[config.mk]
export PLATFORM = sky130hd
export DESIGN_NAME = mie_core
export DESIGN_NICKNAME = d
export VERILOG_FILES = /design/src/rtl/mie_pkg.sv /design/src/rtl/mie_core.sv /design/src/rtl/mie_alu.sv
export SDC_FILE = /design/constraint.sdc
export NUM_CORES = 1
export LEC_CHECK = 0
export ABC_AREA = 1
export ABC_CLOCK_PERIOD_IN_PS = 2100
export BUFFER_PORTS_ARGS = -buffer_cell sky130_fd_sc_hd__buf_2
export CAP_MARGIN = 20
export CELL_PAD_IN_SITES_DETAIL_PLACEMENT = 0
export CELL_PAD_IN_SITES_GLOBAL_PLACEMENT = 1
export CORE_ASPECT_RATIO = 1.2
export CORE_MARGIN = 4
export CORE_UTILIZATION = 39
export CTS_CLUSTER_DIAMETER = 200
export DETAILED_ROUTE_END_ITERATION = 10
export PLACE_DENSITY = 0.87
export SETUP_SLACK_MARGIN = 0.4
export SLEW_MARGIN = 15
export SYNTH_ARGS = -nofsm -noshare
export SYNTH_HDL_FRONTEND = slang
export SYNTH_SLANG_ARGS = --single-unit
[constraint.sdc]
create_clock -name clk_i -period 2.1 [get_ports clk_i]
set_input_delay 0.105 -clock clk_i [delete_from_list [all_inputs] [get_ports clk_i]]
set_output_delay 0.105 -clock clk_i [all_outputs]
set_load 0.02 [all_outputs]
[src/rtl/mie_pkg.sv]
/*
 * Package for the instruction execution unit: operation codes, flag layout,
 * address decode constants and cycle counts.
 * Assumes the fetch logic decodes each instruction word into mie_op_t.
 */
package mie_pkg;

    // ****************************************************************
    // Operations
    // ****************************************************************
    typedef enum logic [5:0] {
        OP_NOP, OP_ADD_AM, OP_ADD_MA, OP_ADC_AM, OP_ADC_MA, OP_ADD_AI,
        OP_BANK0_ADD_TO_MEM, OP_SUB_AM, OP_SUB_MA, OP_SUB_AI,
        OP_SUBTRACT_WITH_BORROW_AM, OP_SUBTRACT_WITH_BORROW_MA,
        OP_AND_AM, OP_AND_MA, OP_AND_AI, OP_OR_AM, OP_OR_MA, OP_OR_AI,
        OP_XOR_AM, OP_XOR_MA, OP_XOR_AI, OP_SWAP, OP_NIBBLE_SWAP_IN_MEM,
        OP_RRC, OP_ROTATE_RIGHT_IN_MEM, OP_RLC, OP_ROTATE_LEFT_IN_MEM,
        OP_CLR, OP_BIT_CLEAR, OP_BIT_SET, OP_BANK0_BIT_CLEAR, OP_BANK0_BIT_SET,
        OP_COMPARE_AND_SKIP_AI, OP_COMPARE_AND_SKIP_AM,
        OP_INCREMENT_SKIP_TO_ACC, OP_INCREMENT_SKIP_IN_MEM,
        OP_DECREMENT_SKIP_TO_ACC, OP_DECREMENT_SKIP_IN_MEM,
        OP_SKIP_IF_BIT_CLEAR, OP_SKIP_IF_BIT_SET,
        OP_BANK0_SKIP_IF_BIT_CLEAR, OP_BANK0_SKIP_IF_BIT_SET,
        OP_JMP, OP_CALL, OP_RET, OP_RETURN_FROM_INTERRUPT, OP_PUSH, OP_POP
    } mie_op_t;

    // Decoded instruction presented by the fetch logic
    typedef struct packed {
        mie_op_t     op;
        logic [7:0]  addr;
        logic [7:0]  imm;
        logic [2:0]  bit_sel;
        logic [13:0] target;
    } mie_instr_t;

    // Memory write request towards register/RAM space
    typedef struct packed {
        logic       we;
        logic [7:0] addr;
        logic [7:0] data;
    } mie_wr_t;

    // ****************************************************************
    // Flag register layout and constants
    // ****************************************************************
    localparam int unsigned FLAG_C   = 0;
    localparam int unsigned FLAG_DC  = 1;
    localparam int unsigned FLAG_Z   = 2;
    localparam int unsigned FLAG_NPD = 6;
    localparam int unsigned FLAG_NT0 = 7;
    localparam logic [7:0] STATUS_KEEP_MASK = 8'hc0;
    localparam logic [7:0] FLAG_RESET       = 8'hc0;
    // Addresses below SYSREG_BASE are RAM (one-cycle write-back penalty); system registers start there
    localparam logic [7:0] RAM_BASE         = 8'h00;
    localparam logic [7:0] SYSREG_BASE      = 8'h80;
    localparam logic [7:0] BANK0_MASK       = 8'h7f;
    localparam logic [15:0] PC_RESET        = 16'h0000;
    localparam int unsigned STACK_DEPTH     = 4;
    // Cycle counts in instruction cycles
    localparam logic [1:0] CYC_BASE         = 2'h1;
    localparam logic [1:0] CYC_BRANCH       = 2'h2;
endpackage

[src/rtl/mie_core.sv]
/*
 * Instruction execution unit of a small 8-bit controller: accumulator,
 * flag register, program counter, call stack and shadow buffers.
 * Assumes an instruction cycle enable from the clock divider, one decoded
 * instruction per accepted cycle, and register/RAM read data available
 * combinationally for the presented address.
 */
`timescale 1ns/100ps
module mie_core
    import mie_pkg::*;
(
    input  wire logic                   clk_i,
    input  wire logic                   rst_n_i,
    input  wire logic                   cyc_en_i,
    input  wire mie_pkg::mie_instr_t    instr_i,
    input  wire logic                   instr_valid_i,
    input  wire logic [1:0]             rom_page_bits_i,
    input  wire logic [7:0]             mem_rdata_i,
    input  wire logic                   timeout_status_bit_i,
    input  wire logic                   power_down_status_bit_i,
    output logic                        instr_ready_o,
    output logic      [7:0]             mem_raddr_o,
    output mie_pkg::mie_wr_t            mem_wr_o,
    output logic      [15:0]            pc_o,
    output logic      [7:0]             acc_o,
    output logic      [7:0]             program_flag_register_o,
    output logic                        gie_set_o
);
    import mie_pkg::*;

    // ****************************************************************
    // Reset release
    // ****************************************************************
    logic rst_s1_q;
    logic rst_n_q;
    always_ff @(posedge clk_i or negedge rst_n_i) begin
        if (!rst_n_i) begin
            rst_s1_q <= 1'b0;
            rst_n_q  <= 1'b0;
        end else begin
            rst_s1_q <= 1'b1;
            rst_n_q  <= rst_s1_q;
        end
    end

    // ****************************************************************
    // Decode
    // ****************************************************************
    function automatic logic is_bank0(input mie_op_t op);
        return op inside {OP_BANK0_ADD_TO_MEM, OP_BANK0_BIT_CLEAR, OP_BANK0_BIT_SET,
                          OP_BANK0_SKIP_IF_BIT_CLEAR, OP_BANK0_SKIP_IF_BIT_SET};
    endfunction

    function automatic logic writes_mem(input mie_op_t op);
        return op inside {OP_ADD_MA, OP_ADC_MA, OP_BANK0_ADD_TO_MEM, OP_SUB_MA,
                          OP_SUBTRACT_WITH_BORROW_MA, OP_AND_MA, OP_OR_MA, OP_XOR_MA,
                          OP_NIBBLE_SWAP_IN_MEM, OP_ROTATE_RIGHT_IN_MEM,
                          OP_ROTATE_LEFT_IN_MEM, OP_BIT_CLEAR, OP_BIT_SET,
                          OP_BANK0_BIT_CLEAR, OP_BANK0_BIT_SET, OP_CLR,
                          OP_INCREMENT_SKIP_IN_MEM, OP_DECREMENT_SKIP_IN_MEM};
    endfunction

    function automatic logic writes_acc(input mie_op_t op);
        return op inside {OP_ADD_AM, OP_ADC_AM, OP_ADD_AI, OP_SUB_AM, OP_SUB_AI,
                          OP_SUBTRACT_WITH_BORROW_AM, OP_AND_AM, OP_AND_AI, OP_OR_AM,
                          OP_OR_AI, OP_XOR_AM, OP_XOR_AI, OP_SWAP, OP_RRC, OP_RLC,
                          OP_INCREMENT_SKIP_TO_ACC, OP_DECREMENT_SKIP_TO_ACC};
    endfunction

    function automatic logic uses_imm(input mie_op_t op);
        return op inside {OP_ADD_AI, OP_SUB_AI, OP_AND_AI, OP_OR_AI, OP_XOR_AI,
                          OP_COMPARE_AND_SKIP_AI};
    endfunction

    typedef enum {ST_EXEC, ST_WAIT} mie_state_t;

    logic [7:0]  acc_q, acc_d;
    logic [7:0]  flag_q, flag_d;
    logic [15:0] pc_q, pc_d;
    logic [7:0]  acc_shadow_q;
    logic [7:0]  flag_shadow_q;
    logic [15:0] stack_q [STACK_DEPTH];
    logic [1:0]  sp_q;
    logic [1:0]  wait_q;
    logic        discard_q;
    logic        gie_q;
    mie_wr_t     wr_q;
    mie_state_t  state_q;

    wire mie_op_t    op       = instr_i.op;
    wire logic [7:0] eff_addr = is_bank0(op) ? (instr_i.addr & BANK0_MASK) : instr_i.addr;
    wire logic       is_ram   = (eff_addr < SYSREG_BASE);
    wire logic [7:0] opd      = uses_imm(op) ? instr_i.imm : mem_rdata_i;
    wire logic       take     = cyc_en_i && instr_valid_i && (state_q == ST_EXEC);

    logic [7:0] alu_res;
    logic       alu_c;
    logic       alu_dc;
    logic       alu_upd_cdc;
    logic       alu_upd_z;
    logic       alu_cond;

    mie_alu u_alu (
        .op_i      (op),
        .acc_i     (acc_q),
        .opd_i     (opd),
        .bit_i     (instr_i.bit_sel),
        .c_i       (flag_q[FLAG_C]),
        .res_o     (alu_res),
        .c_o       (alu_c),
        .dc_o      (alu_dc),
        .upd_cdc_o (alu_upd_cdc),
        .upd_z_o   (alu_upd_z),
        .cond_o    (alu_cond)
    );

    // A discarded instruction (after a true skip) executes nothing
    wire logic       exec     = take && !discard_q;
    wire logic       is_rot   = op inside {OP_RRC, OP_ROTATE_RIGHT_IN_MEM, OP_RLC,
                                           OP_ROTATE_LEFT_IN_MEM};
    wire logic       is_cmp   = op inside {OP_COMPARE_AND_SKIP_AI, OP_COMPARE_AND_SKIP_AM};
    wire logic       is_skip  = op inside {OP_COMPARE_AND_SKIP_AI, OP_COMPARE_AND_SKIP_AM,
                                           OP_INCREMENT_SKIP_TO_ACC, OP_INCREMENT_SKIP_IN_MEM,
                                           OP_DECREMENT_SKIP_TO_ACC, OP_DECREMENT_SKIP_IN_MEM,
                                           OP_SKIP_IF_BIT_CLEAR, OP_SKIP_IF_BIT_SET,
                                           OP_BANK0_SKIP_IF_BIT_CLEAR, OP_BANK0_SKIP_IF_BIT_SET};
    wire logic       is_branch = op inside {OP_JMP, OP_CALL, OP_RET, OP_RETURN_FROM_INTERRUPT};
    wire logic       mem_pen  = writes_mem(op) && is_ram;
    wire logic [1:0] extra    = {1'b0, mem_pen} + {1'b0, is_branch};
    wire logic [1:0] sp_dec   = sp_q - 2'h1;
    wire logic [15:0] jump_pc = {rom_page_bits_i, instr_i.target};

    // ****************************************************************
    // Next state of accumulator, flags and PC
    // ****************************************************************
    always_comb begin
        acc_d  = acc_q;
        flag_d = flag_q;
        pc_d   = pc_q;
        if (take) begin
            pc_d = pc_q + 16'h0001;
        end
        if (exec) begin
            if (writes_acc(op)) begin
                acc_d = alu_res;
            end
            // Compare moves carry but leaves half carry alone
            if (alu_upd_cdc || is_rot || is_cmp) begin
                flag_d[FLAG_C] = alu_c;
            end
            if (alu_upd_cdc) begin
                flag_d[FLAG_DC] = alu_dc;
            end
            if (alu_upd_z) begin
                flag_d[FLAG_Z] = (alu_res == 8'h00);
            end
            case (op)
                OP_JMP, OP_CALL: pc_d = jump_pc;
                OP_RET, OP_RETURN_FROM_INTERRUPT: pc_d = stack_q[sp_dec];
                OP_POP: begin
                    acc_d  = acc_shadow_q;
                    flag_d = (flag_shadow_q & ~STATUS_KEEP_MASK) | (flag_q & STATUS_KEEP_MASK);
                end
                default: pc_d = pc_d;
            endcase
        end
        // Status bits follow the power/timeout logic, never the instruction stream
        flag_d[FLAG_NT0] = timeout_status_bit_i;
        flag_d[FLAG_NPD] = power_down_status_bit_i;
    end

    // ****************************************************************
    // Sequencing: stall cycles and skip discard
    // ****************************************************************
    always_ff @(posedge clk_i or negedge rst_n_q) begin
        if (!rst_n_q) begin
            state_q   <= ST_EXEC;
            wait_q    <= 2'h0;
            discard_q <= 1'b0;
        end else if (cyc_en_i) begin
            case (state_q)
                ST_EXEC: begin
                    if (take) begin
                        discard_q <= exec && is_skip && alu_cond;
                        if (exec && extra != 2'h0) begin
                            wait_q  <= extra - 2'h1;
                            state_q <= ST_WAIT;
                        end
                    end
                end
                ST_WAIT: begin
                    if (wait_q == 2'h0) begin
                        state_q <= ST_EXEC;
                    end else begin
                        wait_q <= wait_q - 2'h1;
                    end
                end
                default: state_q <= ST_EXEC;
            endcase
        end
    end

    // ****************************************************************
    // Architectural registers
    // ****************************************************************
    always_ff @(posedge clk_i or negedge rst_n_q) begin
        if (!rst_n_q) begin
            acc_q         <= 8'h00;
            flag_q        <= FLAG_RESET;
            pc_q          <= PC_RESET;
            acc_shadow_q  <= 8'h00;
            flag_shadow_q <= 8'h00;
            sp_q          <= 2'h0;
            gie_q         <= 1'b0;
            wr_q          <= '0;
        end else begin
            acc_q  <= acc_d;
            flag_q <= flag_d;
            pc_q   <= pc_d;
            gie_q  <= exec && (op == OP_RETURN_FROM_INTERRUPT);
            wr_q   <= '{we: exec && writes_mem(op), addr: eff_addr, data: alu_res};
            if (exec && op == OP_PUSH) begin
                acc_shadow_q  <= acc_q;
                flag_shadow_q <= flag_q & ~STATUS_KEEP_MASK;
            end
            if (exec && op == OP_CALL) begin
                sp_q <= sp_q + 2'h1;
            end else if (exec && (op == OP_RET || op == OP_RETURN_FROM_INTERRUPT)) begin
                sp_q <= sp_dec;
            end
        end
    end

    // Stack storage holds no reset so it maps onto plain registers
    always_ff @(posedge clk_i) begin
        if (exec && op == OP_CALL) begin
            stack_q[sp_q] <= pc_q + 16'h0001;
        end
    end

    logic       ready_q;
    logic [7:0] raddr_q;
    always_ff @(posedge clk_i or negedge rst_n_q) begin
        if (!rst_n_q) begin
            ready_q <= 1'b0;
            raddr_q <= RAM_BASE;
        end else begin
            // Mirrors the state entered at this edge, so ready never lags a take
            if (cyc_en_i) begin
                ready_q <= (state_q == ST_EXEC) ? !(exec && extra != 2'h0) : (wait_q == 2'h0);
            end
            raddr_q <= eff_addr;
        end
    end

    assign instr_ready_o           = ready_q;
    assign mem_raddr_o             = raddr_q;
    assign mem_wr_o                = wr_q;
    assign pc_o                    = pc_q;
    assign acc_o                   = acc_q;
    assign program_flag_register_o = flag_q;
    assign gie_set_o               = gie_q;
endmodule

[src/rtl/mie_alu.sv]
/*
 * Combinational ALU of the execution unit.
 * Assumes operands are stable for the whole instruction cycle.
 */
`timescale 1ns/100ps
module mie_alu
    import mie_pkg::*;
(
    input  wire mie_pkg::mie_op_t op_i,
    input  wire logic [7:0]       acc_i,
    input  wire logic [7:0]       opd_i,
    input  wire logic [2:0]       bit_i,
    input  wire logic             c_i,
    output logic      [7:0]       res_o,
    output logic                  c_o,
    output logic                  dc_o,
    output logic                  upd_cdc_o,
    output logic                  upd_z_o,
    output logic                  cond_o
);
    // ****************************************************************
    // Arithmetic
    // ****************************************************************
    wire logic [8:0] add_full = {1'b0, acc_i} + {1'b0, opd_i};
    wire logic [8:0] adc_full = add_full + {8'h00, c_i};
    wire logic [4:0] add_half = {1'b0, acc_i[3:0]} + {1'b0, opd_i[3:0]};
    wire logic [4:0] adc_half = add_half + {4'h0, c_i};
    wire logic [8:0] sub_full = {1'b0, acc_i} - {1'b0, opd_i};
    wire logic [8:0] sbc_full = sub_full - {8'h00, ~c_i};
    wire logic [4:0] sub_half = {1'b0, acc_i[3:0]} - {1'b0, opd_i[3:0]};
    wire logic [4:0] sbc_half = sub_half - {4'h0, ~c_i};
    wire logic [7:0] bit_mask = 8'h01 << bit_i;
    wire logic       bit_val  = |(opd_i & bit_mask);

    always_comb begin
        res_o     = opd_i;
        c_o       = c_i;
        dc_o      = 1'b0;
        upd_cdc_o = 1'b0;
        upd_z_o   = 1'b0;
        cond_o    = 1'b0;
        case (op_i)
            OP_ADD_AM, OP_ADD_MA, OP_ADD_AI, OP_BANK0_ADD_TO_MEM: begin
                res_o = add_full[7:0];
                c_o = add_full[8];
                dc_o = add_half[4];
                upd_cdc_o = 1'b1;
                upd_z_o = 1'b1;
            end
            OP_ADC_AM, OP_ADC_MA: begin
                res_o = adc_full[7:0];
                c_o = adc_full[8];
                dc_o = adc_half[4];
                upd_cdc_o = 1'b1;
                upd_z_o = 1'b1;
            end
            OP_SUB_AM, OP_SUB_MA, OP_SUB_AI: begin
                res_o = sub_full[7:0];
                c_o = ~sub_full[8];
                dc_o = ~sub_half[4];
                upd_cdc_o = 1'b1;
                upd_z_o = 1'b1;
            end
            OP_SUBTRACT_WITH_BORROW_AM, OP_SUBTRACT_WITH_BORROW_MA: begin
                res_o = sbc_full[7:0];
                c_o = ~sbc_full[8];
                dc_o = ~sbc_half[4];
                upd_cdc_o = 1'b1;
                upd_z_o = 1'b1;
            end
            OP_AND_AM, OP_AND_MA, OP_AND_AI: begin
                res_o = acc_i & opd_i;
                upd_z_o = 1'b1;
            end
            OP_OR_AM, OP_OR_MA, OP_OR_AI: begin
                res_o = acc_i | opd_i;
                upd_z_o = 1'b1;
            end
            OP_XOR_AM, OP_XOR_MA, OP_XOR_AI: begin
                res_o = acc_i ^ opd_i;
                upd_z_o = 1'b1;
            end
            OP_SWAP, OP_NIBBLE_SWAP_IN_MEM: begin
                res_o = {opd_i[3:0], opd_i[7:4]};
            end
            OP_RRC, OP_ROTATE_RIGHT_IN_MEM: begin
                res_o = {c_i, opd_i[7:1]};
                c_o = opd_i[0];
            end
            OP_RLC, OP_ROTATE_LEFT_IN_MEM: begin
                res_o = {opd_i[6:0], c_i};
                c_o = opd_i[7];
            end
            OP_CLR: begin
                res_o = 8'h00;
            end
            OP_BIT_CLEAR, OP_BANK0_BIT_CLEAR: begin
                res_o = opd_i & ~bit_mask;
            end
            OP_BIT_SET, OP_BANK0_BIT_SET: begin
                res_o = opd_i | bit_mask;
            end
            OP_COMPARE_AND_SKIP_AI, OP_COMPARE_AND_SKIP_AM: begin
                res_o = sub_full[7:0];
                c_o = ~sub_full[8];
                upd_z_o = 1'b1;
                cond_o = (acc_i == opd_i);
            end
            OP_INCREMENT_SKIP_TO_ACC, OP_INCREMENT_SKIP_IN_MEM: begin
                res_o = opd_i + 8'h01;
                cond_o = (opd_i == 8'hff);
            end
            OP_DECREMENT_SKIP_TO_ACC, OP_DECREMENT_SKIP_IN_MEM: begin
                res_o = opd_i - 8'h01;
                cond_o = (opd_i == 8'h01);
            end
            OP_SKIP_IF_BIT_CLEAR, OP_BANK0_SKIP_IF_BIT_CLEAR: begin
                cond_o = ~bit_val;
            end
            OP_SKIP_IF_BIT_SET, OP_BANK0_SKIP_IF_BIT_SET: begin
                cond_o = bit_val;
            end
            default: begin
                res_o = opd_i;
            end
        endcase
    end
endmodule

* Word-level counts from Yosys, hierarchy flattened *
Memories as Yosys holds them, arrays and structs flattened.
Index checks and enable logic that the tools add are counted.

cells by class
  add/sub/neg operators = 16
  $lt $le $gt $ge = 1
  eq/ne operators = 55
  shift operators = 1
  multiplexer cells = 30
  bitwise gates (word level) = 14
  reductions and logical operators = 68

operators with widths
  operator                                        count
  one-hot mux 8 bit (15 select lines)             1
  == test 6 x 5 -> 1 bit, second input constant   16
  == test 6 bit, second input constant            16
  2-to-1 mux 32 bit                               3
  zero test 32 bit                                2
  one-hot mux 32 bit (2 select lines)             1
  == test 6 x 4 -> 1 bit, second input constant   8
  == test 32 x 1 -> 1 bit, second input constant  1
  2-to-1 mux 16 bit                               2
  2-to-1 mux 8 bit                                4
  one-hot mux 16 bit (2 select lines)             1
  OR reduction 2 bit                              14
  AND 8 bit                                       3
  == test 6 x 3 -> 1 bit, second input constant   4
  OR reduction 22 bit                             1
  nonzero test 18 bit                             1
  nonzero test 17 bit                             1
  adder 16 x 1 -> 16 bit, second input constant   1
  bitwise OR 8 bit                                2
  nonzero test 2 bit                              8
  == test 6 x 2 -> 1 bit, second input constant   2
  logical AND 1 bit                               12
  OR reduction 3 bit                              4
  OR reduction 11 bit                             1
  47 further kinds                                76

word-level totals
  flip-flop bits (word level) = 104
  RAM bits = 64
  input bits = 55
  output and inout port bits = 59
  memories kept = 1

memory list
  name     words  width  read ports  clocked after memory_dff  write ports  RTL line        RTL
  stack_q  4      16     1           0                         1            mie_core.sv:82  logic [15:0] stack_q [STACK_DEPTH];

* Longest topological paths before layout *
  depth after elaboration = 11
  depth in mapped cells = 33
  depth with buffers taken out = 31

* Modules after synthesis *
A second synthesis with hierarchy kept.

unflattened totals
  cells, all modules = 1238
  area, all modules = 9332.7 um2

modules (own cells, without submodules)
  module    times used  cells an instance  area each (um2)
  mie_core  1           662                6490.0
  mie_alu   1           576                2842.7

* Least setup slack after synthesis *
OpenSTA, ideal clock, no wires.

  path kind = in2reg
  from = in instr_i[36] (netlist bit)
  to = reg flag_q[2] (netlist: program_flag_register_o[2])
  arrival time = 3417 ps
  path slack = -1394 ps
  stages = 30
  cell sequence = nand2_1 -> inv_2 -> nand3_2 -> nand2_1 -> nor2_4 -> buf_4 -> nand3_1 -> nand2_1 -> buf_6 -> ha_1 -> inv_1 -> fa_1 -> inv_1 -> ha_1 -> or2_2 -> nand3_1 -> o21ai_0 -> nor2_1 -> nand2_1 -> inv_1 -> nand2_1 -> nor2_1 -> nand3_1 -> nor2_1 -> nand3_1 -> a21oi_1 -> nand2_1 -> nor2_1 -> nand3_1 -> a21oi_1

on the way
  word-level cells in the longest chain between the ends = 9

RTL lines
  element                                                            RTL line                       RTL
  from (decl)                                                        mie_core.sv:15                 input wire mie_pkg::mie_instr_t instr_i,
  == test 6 x 3 -> 1 bit, or another cell as far along               mie_core.sv:71, mie_alu.sv:42
  nonzero test 6 bit                                                 mie_core.sv:71                 return op inside {OP_ADD_AI, OP_SUB_AI, OP_AND_AI, OP_OR_AI, OP_XOR_AI,
  2-to-1 mux 8 bit                                                   mie_core.sv:93                 wire logic [7:0] opd = uses_imm(op) ? instr_i.imm : mem_rdata_i;
  subtractor 8 x 8 -> 9 bit or adder 8 x 8 -> 9 bit (tied branches)  mie_alu.sv:28, mie_alu.sv:24
  subtractor 9 x 1 -> 9 bit or adder 9 x 1 -> 9 bit (tied branches)  mie_alu.sv:29, mie_alu.sv:25
  one-hot mux 8 bit (15 select lines)                                mie_alu.sv:42                  case (op_i)
  zero test 8 bit                                                    mie_core.sv:155                flag_d[FLAG_Z] = (alu_res == 8'h00);
  2-to-1 mux 1 bit                                                   mie_core.sv:154                if (alu_upd_z) begin
  2-to-1 mux 3 bit                                                   mie_core.sv:157                case (op)
  to (signal assigned)                                               mie_core.sv:218                flag_q <= flag_d;
  to (decl)                                                          mie_core.sv:78                 logic [7:0] flag_q, flag_d;

Parallel ways exist; a longest one is shown, timed or not. The select of a mux whose other input is x is not followed.
A chain may end at the register's enable or synchronous reset.

* Final worst setup path *
  from = in instr_i[38] (netlist bit)
  to = reg flag_q[2] (netlist: program_flag_register_o[2])

Same word-level chain as after synthesis.

==> flow_summary.toml <==
[global_route]
first_global_vias = 11100
antenna_found_initial = 0
track_usage = 0.296
grt_max_degree = 44
grt_pass1_wl_um = 59700
overflow = 0

[worst_setup_path]
required_ps = 2450
r2r_end = "program_flag_register_o[2]$_DFFE_PN0P_"
cp.arrival_ps = 3300
reg2reg_depth = 21
critPathCaptureType = "flop"
r2r_slack_ps = -820
worst-path-max-fanout = 5
r2r_start = "acc_o[0]$_DFFE_PN0P_"
path_class = "in -> reg"
slowest_stage = "fa_2"
cpPeakStageDelay_ps = 530
critPathLaunchType = "primary input"

[sta]
setup_viol_count_final = 33
fin_crit_ps = 2940
clock_skew_ps = 17.4
fin_hold_ws_ps = 117
rsz0062_at_grt = "yes"
finalMaxSlewViolations = 0
finalSetupTns_ps = -11980
slew_headroom = 0.518
setup_ws_ps = -842
hold_viol = 0
fmax_mhz = 340
worstMarginPinSlew_ps = 714
post-route-period-util = 1.40

[cells_and_area]
final_cell_mix = "nand2_1, buf_4, buf_2, inv_1, nor2_1"
fillers = 1748
final_common_cell = "nand2_1"
nNetsFinal = 1808
final_area_um2 = 15500
drive_gt1_frac = 0.444
synthToLayoutAreaGrowth_pct = 69.8
n_antenna_cell = 0

[power_and_ir_drop]
seqPwrFrac = 0.226
swShare = 0.453
p_int_mw = 9.58
p_leak_nw = 7.20
ir_drop_uv = 789
p_sw_mw = 7.94
pwr-share-clk = 0.177
combPwrFrac = 0.597
power_density_nw_per_um2 = 1130

[logic_synthesis]
synth_area_um2 = 9120
synth.distinct_cells = 49
yosys_warnings = 0
synth_nets = 1335
ys_seq_area_frac = 0.411
ys_ff_latch = 137
synth_area_leaders = "edfxtp_1, dfrtp_1, nand2_1, nand3_1, inv_1"
syn_inst = 1251
synth_top_area_cell = "edfxtp_1"
avgSynthCellArea_um2 = 7.29
ys.flop_type = "dfrtp_1"
async_reset_ff_frac = 0.533
yosysTopAreaCellShare = 0.211
synth_edf_count = 64

[clock_tree]
clk_latency_ps = 440
cts_root_buf = "clkbuf_16"
cts.path.max_buffers = 2
h-tree-depth = 4
path_clk_slew_ps = 70
cts_tree = "built"
cts_sinks = 137
cts_buffers = 17

[drt]
route.detailed.drc = 0
drt_iter0_drc = 1144
vias = 11600
vias_per_cell = 5.63
antenna_left = 0
routed_wl_um = 43200
drt-pass1-iter-count = 7
wl_per_cell_um = 21.1

[min_path]
hold-path-endpoint = "pc_o[0]$_DFF_PN0_"
hold_path.class = "in -> reg"
hold_path.startpoint = "instr_i[0]"
holdPathStages = 5

[floorplanning]
coreArea_um2 = 23100
pin_count = 114
die-height_um = 175
initial_core_util = 0.394
die_x_um = 148
rows = 61
die_area_um2 = 25900

[status]
violations = "negative setup slack"
outcome = "finished with violations"

[placement]
numPortBuffers = 113
dp_hpwl_um = 26900
placed_cell_area_um2 = 12200
place_congestion = 1.03

[job]
maxCapViolCount = 0
-- area by class of cell --
| type | count | area (um^2) | area share |
|---|---|---|---|
| Sequential cell | 137 | 3760 | 0.243 |
| Clock buffer | 18 | 450 | 0.0291 |
| Multi-Input combinational cell | 927 | 5980 | 0.387 |
| Tap cell | 315 | 394 | 0.0255 |
| Clock inverter | 14 | 158 | 0.0102 |
| Timing Repair Buffer | 498 | 4110 | 0.266 |
| Inverter | 143 | 617 | 0.0399 |
-- cell usage after synthesis (20+ instances only) --
library cell  count
nand2_1         348
inv_1           131
nor2_1          128
nand3_1         114
o21ai_0          89
dfrtp_1          71
edfxtp_1         64
a21oi_1          56
ha_1             28
nand4_1          26
clkbuf_1         25
nor3_1           20
-- state kept, by name, indices dropped and copies added, names as in the netlist --
signal and count:
instr_ready_o 1, discard_q 1, wait_q 2, mem_wr_o 9, rst_n_q 1, stack_q 64, sp_q 2, flag_shadow_q 6
rst_s1_q 1, program_flag_register_o 8, mem_raddr_o 8, acc_o 8, gie_set_o 1, pc_o 16, state_q 1, acc_shadow_q 8
-- per-layer routing --
layer  vias up  routed length (um)  global-route usage
met3       236                3380              0.0511
met1      5469               15100               0.325
li1       5124                   -                   -
met5         -                   0                   0
met4         0                3400               0.190
met2       729               21300               0.524
-- worst max path at each step --
stage / end / cells past startpoint / slack [ps] / from
finish: program_flag_register_o[2]$_DFFE_PN0P_ / 29 / -840 / instr_i[38]
CTS: program_flag_register_o[2]$_DFFE_PN0P_ / 21 / -800 / acc_o[0]$_DFFE_PN0P_
global placement: program_flag_register_o[2]$_DFFE_PN0P_ / 31 / -1470 / instr_i[34]
detailed placement: program_flag_register_o[2]$_DFFE_PN0P_ / 28 / -1550 / instr_i[34]
floorplan: program_flag_register_o[2]$_DFFE_PN0P_ / 30 / -1180 / instr_i[36]
global route: program_flag_register_o[2]$_DFFE_PN0P_ / 29 / -1060 / instr_i[38]
-- critical path: cells and delay by family --
family / cells / cell delay (ps)
AO/OA/AOI/OAI: 3 / 330
adder cells (fa/ha/maj): 3 / 840
buffers and inverters: 4 / 270
AND/OR/NAND/NOR: 19 / 1810
-- timing repair --
item	4_1_cts	5_1_grt
setup endpoints to repair	145	154
pin swaps	79	88
setup buffers	61	38
gates resized for setup	258	155
hold buffers	28	0
endpoints found under the hold margin	27	0
cloned	5	3
-- logic make-up (layout without fill, tap and decap cells) --
| group | count (synthesis) | after routing | share of synthesized area |
|---|---|---|---|
| and+or+nand+nor | 679 | 679 | 0.321 |
| AOI/OAI and AO/OA | 198 | 198 | 0.122 |
| buffers and inverters | 187 | 673 | 0.0845 |
| DFF | 137 | 137 | 0.411 |
| adders and majority gates | 29 | 29 | 0.0406 |
| xor gates and xnor gates | 18 | 18 | 0.0173 |
| muxes | 2 | 2 | 0.00233 |
| other | 1 | 1 | 0.000411 |
-- metrics by stage --
stage	power [mW]	setup WS, ps	utilization	cells
2_1_floorplan	8.26	-1180	-	1251
3_3_place_gp	11.3	-1470	0.526	1885
3_5_place_dp	11.4	-1550	0.526	1885
4_1_cts	15.8	-797	0.628	2011
5_1_grt	18.4	-1060	0.669	2052
6_report	17.5	-842	0.669	2052
-- power by group through the flow --
stage	Sequential, mW	Combinational [mW]	Clock [mW]
3_5_place_dp	3.89	7.49	0
6_report	3.96	10.5	3.11
3_3_place_gp	3.90	7.38	0
2_1_floorplan	4.22	4.04	0
4_1_cts	3.91	8.89	3.05
5_1_grt	3.98	11.1	3.23
No activity file was read; power rests on OpenSTA's default activity.
